**config.mk**
```make
export PLATFORM = sky130hd
export DESIGN_NAME = afc_ctrl
export DESIGN_NICKNAME = d
export VERILOG_FILES = /design/src/rtl/afc_pkg.sv /design/src/rtl/afc_ctrl.sv /design/src/rtl/afc_sync.sv
export VERILOG_INCLUDE_DIRS = /design/src /design/src/rtl
export SDC_FILE = /design/constraint.sdc
export NUM_CORES = 1
export LEC_CHECK = 0
export ABC_AREA = 1
export BUFFER_PORTS_ARGS = -buffer_cell sky130_fd_sc_hd__buf_2
export CAP_MARGIN = 20
export CORE_MARGIN = 1.5
export CORE_UTILIZATION = 60
export CTS_BUF_LIST = sky130_fd_sc_hd__clkbuf_4
export CTS_CLUSTER_DIAMETER = 200
export DETAILED_ROUTE_END_ITERATION = 10
export HOLD_SLACK_MARGIN = 0.08
export PLACE_DENSITY = 0.79
export SYNTH_ARGS = -nofsm -noshare
export SYNTH_HDL_FRONTEND = slang
export SYNTH_SLANG_ARGS = --single-unit
```
**constraint.sdc**
```tcl
create_clock -name clock -period 2 [get_ports clock]
set_input_delay 0.3 -clock clock [delete_from_list [all_inputs] [get_ports clock]]
set_output_delay 0.3 -clock clock [all_outputs]
set_load 0.03 [all_outputs]
```
**src/rtl/afc_defs.svh**
```systemverilog
// timing counts, widths and codes for the fifo pin controller
`ifndef AFC_DEFS_SVH
`define AFC_DEFS_SVH
// How it works
// - push and pop strobes are held high around the clear rising edge.
// - writer watches topped flag, reader watches drained flag.
// - chain head low on first device, high on all others.
// - each chain output feeds the next device chain input.
// - composite drained and topped flags assert only when all devices assert.
// - width expansion drives controls in parallel; one device's flags suffice.
// - push is toggled only while topped flag is not asserted.
`define AFC_DW 9
// strobe low, strobe high and reset cycle times at 8 ns per cycle
`define AFC_T_PULSE_NS 120
`define AFC_T_RECOV_NS 20
`define AFC_T_RSC_NS 140
`define AFC_CYC(ns) (((ns) + 7) / 8)
`define AFC_N_PULSE `AFC_CYC(`AFC_T_PULSE_NS)
`define AFC_N_RECOV `AFC_CYC(`AFC_T_RECOV_NS)
`define AFC_N_RSC `AFC_CYC(`AFC_T_RSC_NS)
// register map
`define AFC_A_CTRL 4'h0
`define AFC_A_STAT 4'h1
`define AFC_A_WDATA 4'h2
`define AFC_A_RDATA 4'h3
`define AFC_A_COUNT 4'h4
`define AFC_A_REFUSED 4'h5
`define AFC_CMD_CLEAR 0
`define AFC_CMD_REPLAY 1
`define AFC_CMD_PUSH 2
`define AFC_CMD_POP 3
`endif

```
**src/rtl/afc_pkg.sv**
```systemverilog
// types of the fifo pin controller
package afc_pkg;
  typedef enum logic [4:0] {
    AFC_IDLE = 5'h01,
    AFC_LOW = 5'h02,
    AFC_HIGH = 5'h04,
    AFC_SETTLE = 5'h08,
    AFC_DONE = 5'h10
  } afc_state_t;
  typedef logic [8:0] afc_word_t;
endpackage

```
**src/rtl/afc_ctrl.sv**
```systemverilog
// host controller driving one asynchronous nine-bit fifo through its pins
`timescale 1ns/10ps
`include "afc_defs.svh"
module afc_ctrl (
  // clock and reset
  input wire logic clock,
  input wire logic rstn,
  input wire logic ce,
  // register port
  input wire logic [3:0] addr,
  input wire logic [31:0] wdata,
  input wire logic wr,
  input wire logic rd,
  output logic [31:0] rdata,
  // device pins
  output logic clear_in_n,
  output logic push_n,
  output logic pop_n,
  output logic replay_in_n,
  output logic chain_in_n,
  output afc_pkg::afc_word_t din,
  input wire logic [8:0] dout,
  input wire logic drained_flag_n,
  input wire logic topped_flag_n,
  input wire logic midway_flag_n
);
  import afc_pkg::*;

  localparam int NP = `AFC_N_PULSE;
  localparam int NR = `AFC_N_RECOV;
  localparam int NS = `AFC_N_RSC;

  afc_state_t st_q;
  logic [1:0] cmd_q;
  logic [7:0] cnt_q;
  logic [11:0] sy;
  afc_word_t rx_q;
  logic err_q;
  logic [15:0] pushes_q;
  logic [15:0] pops_q;
  logic [15:0] refused_q;
  logic go;
  logic busy;

  afc_sync #(.W(12)) u_sync (
    .clock(clock),
    .rstn(rstn),
    .ce(ce),
    .pin_in({midway_flag_n, topped_flag_n, drained_flag_n, dout}),
    .pin_sync(sy)
  );

  // one device's flags stand for the whole array when widened
  wire drained_s = sy[9];
  wire topped_s = sy[10];
  wire midway_s = sy[11];

  assign busy = (st_q != AFC_IDLE);
  assign go = wr && (addr == `AFC_A_CTRL) && !busy;
  // standalone mode: chain input held low, so no chain head, ring or composite flags
  assign chain_in_n = 1'b0;

  // command sequencer: one strobe pulse, then recovery
  always_ff @(posedge clock or negedge rstn) begin
    if (!rstn) begin
      st_q <= AFC_IDLE;
      cmd_q <= 2'h0;
      cnt_q <= 8'h00;
    end else if (ce) begin
      case (st_q)
        AFC_IDLE: begin
          cnt_q <= 8'h00;
          if (go) begin
            cmd_q <= wdata[1:0];
            st_q <= AFC_LOW;
          end
        end
        AFC_LOW: begin
          if (cnt_q == 8'(NP - 1)) begin
            cnt_q <= 8'h00;
            st_q <= AFC_HIGH;
          end else begin
            cnt_q <= cnt_q + 8'h01;
          end
        end
        AFC_HIGH: begin
          // clear needs reset cycle time before flags are trusted
          if (cnt_q == 8'((cmd_q == 2'(`AFC_CMD_CLEAR)) ? NS : NR)) begin
            cnt_q <= 8'h00;
            st_q <= AFC_SETTLE;
          end else begin
            cnt_q <= cnt_q + 8'h01;
          end
        end
        AFC_SETTLE: begin
          // three extra cycles let synchronised flags catch up
          if (cnt_q == 8'h02) begin
            st_q <= AFC_DONE;
          end else begin
            cnt_q <= cnt_q + 8'h01;
          end
        end
        AFC_DONE: st_q <= AFC_IDLE;
        default: st_q <= AFC_IDLE;
      endcase
    end
  end

  // strobes: only the chosen one goes low, so push and pop stay high during clear
  always_ff @(posedge clock or negedge rstn) begin
    if (!rstn) begin
      clear_in_n <= 1'b1;
    end else if (ce) begin
      clear_in_n <= !(st_q == AFC_LOW && cmd_q == 2'(`AFC_CMD_CLEAR));
    end
  end

  always_ff @(posedge clock or negedge rstn) begin
    if (!rstn) begin
      replay_in_n <= 1'b1;
    end else if (ce) begin
      replay_in_n <= !(st_q == AFC_LOW && cmd_q == 2'(`AFC_CMD_REPLAY));
    end
  end

  // push only when not topped; checked at launch, held through the pulse
  always_ff @(posedge clock or negedge rstn) begin
    if (!rstn) begin
      push_n <= 1'b1;
    end else if (ce) begin
      push_n <= !(st_q == AFC_LOW && cmd_q == 2'(`AFC_CMD_PUSH) && !err_q);
    end
  end

  always_ff @(posedge clock or negedge rstn) begin
    if (!rstn) begin
      pop_n <= 1'b1;
    end else if (ce) begin
      pop_n <= !(st_q == AFC_LOW && cmd_q == 2'(`AFC_CMD_POP) && !err_q);
    end
  end

  // refused attempt: push on topped or pop on drained is skipped and flagged
  always_ff @(posedge clock or negedge rstn) begin
    if (!rstn) begin
      err_q <= 1'b0;
    end else if (ce) begin
      if (go) begin
        err_q <= (wdata[1:0] == 2'(`AFC_CMD_PUSH) && !topped_s) ||
                 (wdata[1:0] == 2'(`AFC_CMD_POP) && !drained_s);
      end
    end
  end

  // outgoing word
  always_ff @(posedge clock or negedge rstn) begin
    if (!rstn) begin
      din <= 9'h000;
    end else if (ce && wr && addr == `AFC_A_WDATA && !busy) begin
      din <= wdata[8:0];
    end
  end

  // capture read word late in the pop pulse, before it floats
  always_ff @(posedge clock or negedge rstn) begin
    if (!rstn) begin
      rx_q <= 9'h000;
    end else if (ce && st_q == AFC_LOW && cmd_q == 2'(`AFC_CMD_POP) && !err_q &&
                 cnt_q == 8'(NP - 1)) begin
      rx_q <= sy[8:0];
    end
  end

  // transfer counters, cleared by a clear command
  always_ff @(posedge clock or negedge rstn) begin
    if (!rstn) begin
      pushes_q <= 16'h0000;
      pops_q <= 16'h0000;
    end else if (ce && st_q == AFC_DONE) begin
      if (cmd_q == 2'(`AFC_CMD_CLEAR)) begin
        pushes_q <= 16'h0000;
        pops_q <= 16'h0000;
      end else if (cmd_q == 2'(`AFC_CMD_PUSH) && !err_q) begin
        pushes_q <= pushes_q + 16'h0001;
      end else if (cmd_q == 2'(`AFC_CMD_POP) && !err_q) begin
        pops_q <= pops_q + 16'h0001;
      end
    end
  end

  // refused attempts since the last clear, so software can spot a dropped word
  always_ff @(posedge clock or negedge rstn) begin
    if (!rstn) begin
      refused_q <= 16'h0000;
    end else if (ce && st_q == AFC_DONE) begin
      if (cmd_q == 2'(`AFC_CMD_CLEAR)) begin
        refused_q <= 16'h0000;
      end else if (err_q) begin
        refused_q <= refused_q + 16'h0001;
      end
    end
  end

  // register read, data one cycle after the strobe
  always_ff @(posedge clock or negedge rstn) begin
    if (!rstn) begin
      rdata <= 32'h0000_0000;
    end else if (ce) begin
      if (rd) begin
        case (addr)
          `AFC_A_CTRL: rdata <= {30'h0, cmd_q};
          `AFC_A_STAT: rdata <= {27'h0, err_q, busy, midway_s, topped_s, drained_s};
          `AFC_A_WDATA: rdata <= {23'h0, din};
          `AFC_A_RDATA: rdata <= {23'h0, rx_q};
          `AFC_A_COUNT: rdata <= {pops_q, pushes_q};
          `AFC_A_REFUSED: rdata <= {16'h0000, refused_q};
          default: rdata <= 32'h0000_0000;
        endcase
      end else begin
        rdata <= 32'h0000_0000;
      end
    end
  end
endmodule // afc_ctrl

```
**src/rtl/afc_sync.sv**
```systemverilog
// bank of two-flop synchronisers for the device's flag and data pins
`timescale 1ns/10ps
module afc_sync #(
  parameter int W = 12
) (
  // clock and reset
  input wire logic clock,
  input wire logic rstn,
  input wire logic ce,
  // pins and synchronised copies
  input wire logic [W-1:0] pin_in,
  output logic [W-1:0] pin_sync
);
  logic [W-1:0] meta_q;
  genvar i;
  generate
    for (i = 0; i < W; i++) begin : g_bit
      // flags idle high, so reset to inactive
      always_ff @(posedge clock or negedge rstn) begin
        if (!rstn) begin
          meta_q[i] <= 1'b1;
          pin_sync[i] <= 1'b1;
        end else if (ce) begin
          meta_q[i] <= pin_in[i];
          pin_sync[i] <= meta_q[i];
        end
      end
    end
  endgenerate
endmodule // afc_sync

```
* Word-level counts from Yosys, hierarchy flattened
Cells that the tools add are included.
Cells by class: add/subtract/negate cells 4, eq/ne operators 25, mux-type cells 19, reductions and logical operators 42
Operator list (count):
- $pmux 32 s6 | 1
- $mux 16 | 7
- $add 16x1->16 const B | 3
- $mux 32 | 1
- $pmux 8 s4 | 1
- $mux 5 | 5
- $mux 8 | 3
- $logic_and 1x1->1 | 20
- $pmux 5 s4 | 1
- $ne 2x2->1 const B | 6
- $reduce_and 3->1 | 3
- $add 8x1->8 const B | 1
- $eq 2x2->1 const B | 4
- $eq 4x2->1 const B | 2
- $eq 4x3->1 const B | 2
- $eq 8x2->1 const B | 1
- $eq 8x4->1 const B | 1
- $eq 8x5->1 | 1
- $logic_not 1->1 | 8
- $reduce_and 2->1 | 3
- $reduce_bool 2->1 | 3
- $eq 5x1->1 const B | 1
- $eq 5x2->1 const B | 1
- $eq 5x3->1 const B | 1
- other kinds (10) | 10
Word-level totals: bits in registers 142, input port bits 53, output and inout port bits 46, word-level logic and storage cells 128

* Logic depth before layout (Yosys ltp)
Gate-level depths: netlist of run 1.
word-level depth 5, gate-level depth with buffers 10, mapped depth without buffers 10

* By module
A second synthesis of run 1 with hierarchy kept.
Unflattened totals: cells, all modules 976, area total of the unflattened synthesis 7558.5 um2
By module, submodules not included:
- afc_ctrl | times used 1, cells an instance 874, area an instance 6551.3 um2, sequential area each 2959.1 um2
- afc_sync | times used 1, cells an instance 102, area an instance 1007.2 um2, sequential area each 630.6 um2

* Worst setup path before layout of run 1
Ideal clock, no wire load.
path kind register -> register, start reg cnt_q[0], end reg st_q[1], library setup time 0.117 ns, arrival time 1.436 ns, data required time 1.883 ns, setup slack 0.447 ns, cell stages (with the launch flop) 10, buffers on the path 0, clock period less this slack 1.553 ns, cells stage by stage dfrtp_1 -> inv_1 -> ha_1 -> nand3_1 -> nor2_2 -> nor2_1 -> nor2_4 -> nand3_2 -> nand2_1 -> nand2_1
Between the ends: cells in the longest elaborated chain, start to end 3, elaborated cells on any way between the ends 7, those cells by class 6 x eq/ne; 1 x reduce/logical
RTL lines:
- from (decl) | line afc_ctrl.sv:35 | logic [7:0] cnt_q;
- from (signal assigned) | line afc_ctrl.sv:83 | cnt_q <= cnt_q + 8'h01;
- from (signal assigned) | line afc_ctrl.sv:92 | cnt_q <= cnt_q + 8'h01;
- from (signal assigned) | line afc_ctrl.sv:100 | cnt_q <= cnt_q + 8'h01;
- $eq 8x2->1, or another cell as far along | line afc_ctrl.sv:97 | if (cnt_q == 8'h02) begin
- $ne 2x2->1 (no line)
- $reduce_and 5->1 (no line) *
- to (signal assigned) | line afc_ctrl.sv:98 | st_q <= AFC_DONE;
- to (signal assigned) | line afc_ctrl.sv:103 | AFC_DONE: st_q <= AFC_IDLE;
- to (signal assigned) | line afc_ctrl.sv:104 | default: st_q <= AFC_IDLE;
- to (decl) | line afc_ctrl.sv:33 | afc_state_t st_q;
Every way passes the cells marked *; elsewhere a longest branch is shown, timed or not. A chain may end at the register's enable or synchronous reset.

* Worst setup path in the final report of run 1
start reg cnt_q[0], end reg st_q[4]
The elaborated chain is that of the path after synthesis.

==> results.ini, run 1 <==
[sta]
final_period_minus_worst_setup_slack_ns=1.80
tightestPinTransition_ns=0.508
slew_viol_final=0
fin_ws_ns=0.201
timing.clock.skew_ns=0.0216
relSlewSlack_pct=65.9
timing.fmax_mhz=556
fin_setup_tns_ns=0
post-route-period-util_pct=89.9
timing_hold_violations_final=0
setup_repair_after_global_routing_missed_its_margin=no
setup_viol_count_final=0

[job]
cap_violations=0

[grt]
grt_remaining_overflow=0
global_routing_met3_resource_utilization_pct=5.96
grt_pass1_vias=6357
grt_first_pass_wirelength_mm=29.9
grt-busiest-layer=met2
met1_use_gr_pct=38.7
groute.usage.overall_pct=28.9
gr-usage-met2_pct=46.3
pin_count_of_the_biggest_net_entering_global_routing=49
grt_antenna_before_repair=1

[routing]
postRouteWirelength_mm=17.8
drcViolationCount=0
vias=6921
dr.first_iter.drc_count=510
firstDrtPassIters=5
wl_per_cell_um=14.2
route.detailed.vias_per_inst=5.51
drtAntennaViolNets=0

[logic_synthesis]
yosys-mux-area-fraction_pct=0
synth_top_family_by_area=simple AND/OR/NAND/NOR gates
ys.warnings.count=0
synth-seq-area-share_pct=47.5
synth_fa_ha_area_share_pct=0.828
post_synth_inst_count=970
synthSimpleGateAreaFrac_pct=32.3
post_syn_nets=1028
compound_gate_fraction_of_synth_area_pct=11.5
synth-seq-cells=142
synthesis.area_um2=7560
synth_area_per_cell_um2=7.79
synth_xor_xnor_area_share_pct=0.232
yosys.cell_types.count=40

[floorplan]
effective_utilization_at_floorplan_pct=62.1
rows=40
floorplan.io_pins=99
die_w_um=115
floorplan.core_area_um2=12200
fp.dieH_um=115
floorplan.die_area_um2=13300

[power]
static-leakage-power_nw=4.47
powerDensity_nw_per_um2=826
p_clk_share_pct=28.7
ir_drop_mv=0.877
power.switching_mw=2.54
power_frac_seq_pct=46.4
netSwitchingFraction_pct=35.2
combPwrFrac_pct=24.9
internal-power_mw=4.67

[critical_path]
worst_ep_required_time_ns=2.45
worstSetupStartpoint=cnt_q[0]
path_class=flip-flop to flip-flop
worstPathMaxFanout=6
crit_path_end_kind=flip-flop
reg2reg_setup_slack_ns=0.20
worst_setup_path_start_kind=flip-flop
launching_point_of_the_worst_reg2reg_path=cnt_q[0]
cp.arrival_ns=2.25
critical_path.endpoint=st_q[4]
regToRegEndpoint=st_q[4]
timing.reg2reg.worst_path_depth=9

[cts]
setup_repair_bufs_after_cts=0
post_cts.resized_instances=0
cts.clk_slew.worst_paths_ns=0.11
cts_num_sinks=142
clkLatencyLatePin_ns=0.57
clock_path_buffers=2
cts-root-buf=sky130_fd_sc_hd__clkbuf_4
tritoncts=yes
cts_buffers=17
ctsHtreeMaxLevel=4

[final_layout]
final_cell_mix=300 x sky130_fd_sc_hd__nand2_1, 113 x sky130_fd_sc_hd__dfrtp_1, 101 x sky130_fd_sc_hd__inv_1
flow.area_growth_from_synthesis_pct=15.4
final.fill_count=970
final_core_util_pct=71.7
layout-drive-gt1-share_pct=17.9
antenna_cells=0
mostFrequentLayoutCell=sky130_fd_sc_hd__nand2_1
finalNetCount=1134

[placement]
placement.io_buffers=74
globalplace.congestion=0.936
hpwlAfterDp_mm=12.6
setup_slack_after_placement_ns=0.228

[worst_hold_path]
min_path_type=input port to flip-flop

[status]
run_status=finished, final reports clean

==> synth_stat cells, drive strengths merged <==
cell	instances	area, um2
nand3	73	370
inv	105	397
o21bai	1	7.51
o211ai	1	7.51
nand2	304	1150
a211o	1	8.76
a22o	7	61.3
o22ai	11	68.8
xor2	2	17.5
nor3	14	75.1
o21ai	93	499
a21oi	13	80.1
a41oi	1	8.76
a31oi	1	6.26
nor2	89	433
conb	1	3.75
nand4	59	414
buf	24	146
dfstp	29	762
dfrtp	113	2830
ha	5	62.6
o31ai	16	120
clkbuf	7	27.5
==> stage by stage <==
stage                     hold slack (ns)  total power [mW]  area [um2]  cells
after global placement              0.279              5.11        8160   1202
final                               0.136              7.21        8720   1257
after detailed placement            0.282              5.15        8160   1202
after global routing                0.124              7.60        8720   1257
after floorplan                   0.00441              4.64        7560    970
after CTS                           0.108              7.25        8720   1257
==> worst min-delay path by stage <==
stage | cells past startpoint | from | to
4_1_cts | 5 | wr | cmd_q[1]
5_1_grt | 5 | wr | cmd_q[1]
3_5_place_dp | 1 | rstn | rdata[16]
3_3_place_gp | 1 | rstn | rdata[16]
2_1_floorplan | 0 | rstn | cmd_q[0]
6_report | 5 | wr | cmd_q[1]
==> critical path, stage by stage, from the launching register on <==
cell and delay [ns]:
sky130_fd_sc_hd__dfrtp_1 0.44, sky130_fd_sc_hd__inv_1 0.18, sky130_fd_sc_hd__ha_1 0.20, sky130_fd_sc_hd__nand3_1 0.10, sky130_fd_sc_hd__nor2_2 0.21, sky130_fd_sc_hd__nor2_1 0.12, sky130_fd_sc_hd__nor2_4 0.18, sky130_fd_sc_hd__nand3_2 0.13
sky130_fd_sc_hd__nand2_1 0.09, sky130_fd_sc_hd__nand2_1 0.05
==> sequential cells by signal, indices dropped and copies added (netlist names) <==
| register | cells |
|---|---|
| rdata | 32 |
| pops_q | 16 |
| pushes_q | 16 |
| refused_q | 16 |
| u_sync.meta_q | 12 |
| u_sync.pin_sync | 12 |
| din | 9 |
| rx_q | 9 |
| cnt_q | 8 |
| st_q | 5 |
| cmd_q | 2 |
| clear_in_n | 1 |
| err_q | 1 |
| pop_n | 1 |
| push_n | 1 |
| replay_in_n | 1 |
==> logic make-up (layout without fill, tap and decap cells) <==
logic type / count (synthesis) / count (layout)
flops: 142 / 142
simple gates: 539 / 539
buf+inv: 136 / 255
compound gates: 145 / 145
other cells: 1 / 1
xor+xnor: 2 / 2
fa+ha+maj: 5 / 5
==> area by class of cell <==
| type | count | area [um2] | share of cell area (%) |
|---|---|---|---|
| Inverter | 105 | 397 | 4.55 |
| Sequential cell | 142 | 3590 | 41.2 |
| Timing Repair Buffer | 118 | 802 | 9.19 |
| Tap cell | 168 | 210 | 2.41 |
| Multi-Input combinational cell | 692 | 3400 | 38.9 |
| Clock inverter | 14 | 194 | 2.22 |
| Clock buffer | 18 | 135 | 1.55 |
==> power by group through the flow <==
stage	combinational (mW)	sequential (mW)	clock [mW]
6_report	1.80	3.34	2.07
5_1_grt	2.00	3.37	2.23
4_1_cts	1.80	3.34	2.11
3_5_place_dp	1.76	3.39	0
3_3_place_gp	1.72	3.39	0
2_1_floorplan	1.14	3.50	0
==> per-layer routing <==
metal / up-vias / routed length, um / share of wire [%]
li1: 3430 / - / -
met1: 3250 / 7940 / 45
met2: 201 / 8540 / 48
met3: 38 / 913 / 5.1
met4: 2 / 408 / 2.3
met5: - / 12 / 0.067
==> timing repair <==
item                                    4_1_cts  5_1_grt
hold buffers                                 23        0
hold endpoints to repair                    138        0
endpoints found under the setup margin        0        0
(Power assumes the default switching activity.)
==> inputs of run 2 (changes only) <==
--- a/config.mk
+++ b/config.mk
@@ -9,9 +9,9 @@
 export ABC_AREA = 1
 export BUFFER_PORTS_ARGS = -buffer_cell sky130_fd_sc_hd__buf_2
 export CAP_MARGIN = 20
-export CORE_MARGIN = 1.5
+export CORE_MARGIN = 8
 export CORE_UTILIZATION = 60
-export CTS_BUF_LIST = sky130_fd_sc_hd__clkbuf_4
+export CTS_BUF_LIST = sky130_fd_sc_hd__clkbuf_2
 export CTS_CLUSTER_DIAMETER = 200
 export DETAILED_ROUTE_END_ITERATION = 10
 export HOLD_SLACK_MARGIN = 0.08
==> run 2 against run 1 <==
Wire length increased by 2.3%. Final area grew 0.44%. Clock skew grew 0.011 ns. First-iteration DRC count down 4.5%. Clock-buffer cell count is 1 lower. Critical path type is now flip-flop to output pin. Highest routed layer is now met4.
==> results.ini, run 2 (same netlist as run 1, synthesis figures left out) <==
[placement]
globalplace.congestion=0.900
dp_cells=1200
placement.io_buffers=74
hpwlAfterDp_mm=12.7
placement.cell_area_um2=8110
setup_slack_after_placement_ns=0.255

[grt]
pin_count_of_the_biggest_net_entering_global_routing=47
groute.usage.overall_pct=23.3
met1_use_gr_pct=28.7
gr-usage-met2_pct=38.6
grt_first_pass_wirelength_mm=31.0
grt_pass1_vias=6737
global_routing_met3_resource_utilization_pct=4.74
grt-busiest-layer=met2
grt_antenna_before_repair=0
grt_remaining_overflow=0

[final_layout]
final_cell_mix=300 x sky130_fd_sc_hd__nand2_1, 113 x sky130_fd_sc_hd__dfrtp_1, 101 x sky130_fd_sc_hd__inv_1
post_layout_nonfiller_instances=1274
layout-drive-gt1-share_pct=17.2
mostFrequentLayoutCell=sky130_fd_sc_hd__nand2_1
finalNetCount=1147
max_flop_register=rdata
largest_register_ffs=32
flow.area_growth_from_synthesis_pct=16.0
final.fill_count=1016
antenna_cells=0
final_cell_area_um2=8760
final_core_util_pct=70.3

[sta]
setup_repair_after_global_routing_missed_its_margin=no
post-route-period-util_pct=91.5
timing.clock.skew_ns=0.0325
slew_viol_final=0
tightestPinTransition_ns=0.552
fin_setup_tns_ns=0
timing.fmax_mhz=547
fin_ws_ns=0.171
relSlewSlack_pct=62.9
final_period_minus_worst_setup_slack_ns=1.83
timing_hold_violations_final=0
setup_viol_count_final=0

[routing]
route.detailed.vias_per_inst=5.50
firstDrtPassIters=6
postRouteWirelength_mm=18.2
vias=7009
drtAntennaViolNets=0
wl_per_cell_um=14.3
dr.first_iter.drc_count=487
drcViolationCount=0

[floorplan]
floorplan.core_area_um2=12500
rows=41
floorplan.die_area_um2=16400
fp.dieH_um=128
floorplan.io_pins=99
die_w_um=128
effective_utilization_at_floorplan_pct=60.6

[cts]
clock_path_buffers=2
tritoncts=yes
cts-root-buf=sky130_fd_sc_hd__clkbuf_2
setup_repair_bufs_after_cts=0
cts_num_sinks=142
ctsHtreeMaxLevel=4
cts.clk_slew.worst_paths_ns=0.24
clkLatencyLatePin_ns=0.74
cts_buffers=17

[critical_path]
cp_cell_sequence=buf_2
reg2reg_setup_slack_ns=0.17
worstPathMaxFanout=2
crit_path_end_kind=output pin
worst_setup_path_start_kind=flip-flop
path_class=flip-flop to output pin
worst_ep_required_time_ns=1.70
regToRegEndpoint=pushes_q[14]
cp.arrival_ns=1.53
worst_path_dominant_cell_family=flip-flops
cp_slowest_stage_delay_ns=0.61
timing.reg2reg.worst_path_depth=7
cp.buffers_inverters=1
launching_point_of_the_worst_reg2reg_path=pushes_q[0]
critical-path-slowest-cell=sky130_fd_sc_hd__dfstp_2

[power]
static-leakage-power_nw=4.47
ir_drop_mv=0.505
powerDensity_nw_per_um2=777

[worst_hold_path]
hold_path.startpoint=addr[1]
worstHoldEndpoint=rdata[7]
timing.hold.worst_path_depth=5
min_path_type=input port to flip-flop

[job]
cap_violations=0

[status]
run_status=finished, final reports clean

run 2: changes by cell type in the layout (fill, tap and decap cells not counted), sizes merged, moves of 3 or more:
| cell | before | now |
|---|---|---|
| buf | 95 | 90 |
| bufinv | 4 | 1 |
| clkinv | 9 | 4 |
| dlygate4sd3 | 23 | 41 |
| inv | 105 | 113 |
run 2: worst max path at each step:
stage / slack (ns) / end / start / depth (start not counted)
after floorplan: 0.45 / st_q[1] / cnt_q[0] / 9
after global placement: 0.28 / st_q[1] / cnt_q[0] / 9
after CTS: 0.11 / replay_in_n / replay_in_n / 1
after detailed placement: 0.26 / rx_q[7] / cnt_q[0] / 7
final: 0.17 / replay_in_n / replay_in_n / 1
after global routing: 0.03 / st_q[4] / cnt_q[0] / 9
run 2: cell type report:
class / count / area (um2) / share of cell area (%)
Sequential cell: 142 / 3590 / 41.0
Multi-Input combinational cell: 692 / 3400 / 38.8
Timing Repair Buffer: 131 / 945 / 10.8
Inverter: 105 / 397 / 4.53
Tap cell: 172 / 215 / 2.46
Clock inverter: 15 / 135 / 1.54
Clock buffer: 17 / 85.1 / 0.971
run 2: timing repair:
item                      CTS  global route
hold endpoints to repair  199             0
gates resized for setup     0             0
hold buffers               42             0
run 2: layer usage:
layer  wire length [um]  vias to the layer above
li1                   -                     3458
met1               7910                     3303
met2               8810                      214
met3               1010                       34
met4                478                        0
met5                  0                        -
run 2: through the flow:
step	hold slack, ns	total power [mW]
after CTS	0.105	6.84
final	0.162	6.81
after detailed placement	0.306	5.16
after global routing	0.120	7.18
after global placement	0.307	5.11
after floorplan	0.00441	4.64
run 2: report_power, final:
group          internal [mW]  switching, mW  total, mW
clock                  0.471           1.14       1.62
sequential              3.14          0.204       3.35
combinational          0.544           1.30       1.85
total                   4.16           2.65       6.81
run 2: worst reg2reg max path, stage by stage (launching register included):
cell and delay (ns):
sky130_fd_sc_hd__dfrtp_1 0.52, sky130_fd_sc_hd__ha_1 0.31, sky130_fd_sc_hd__nand2_1 0.10, sky130_fd_sc_hd__nor3_1 0.44, sky130_fd_sc_hd__nand3_1 0.16, sky130_fd_sc_hd__nand2_1 0.11, sky130_fd_sc_hd__nand4_1 0.08, sky130_fd_sc_hd__nand2_1 0.07
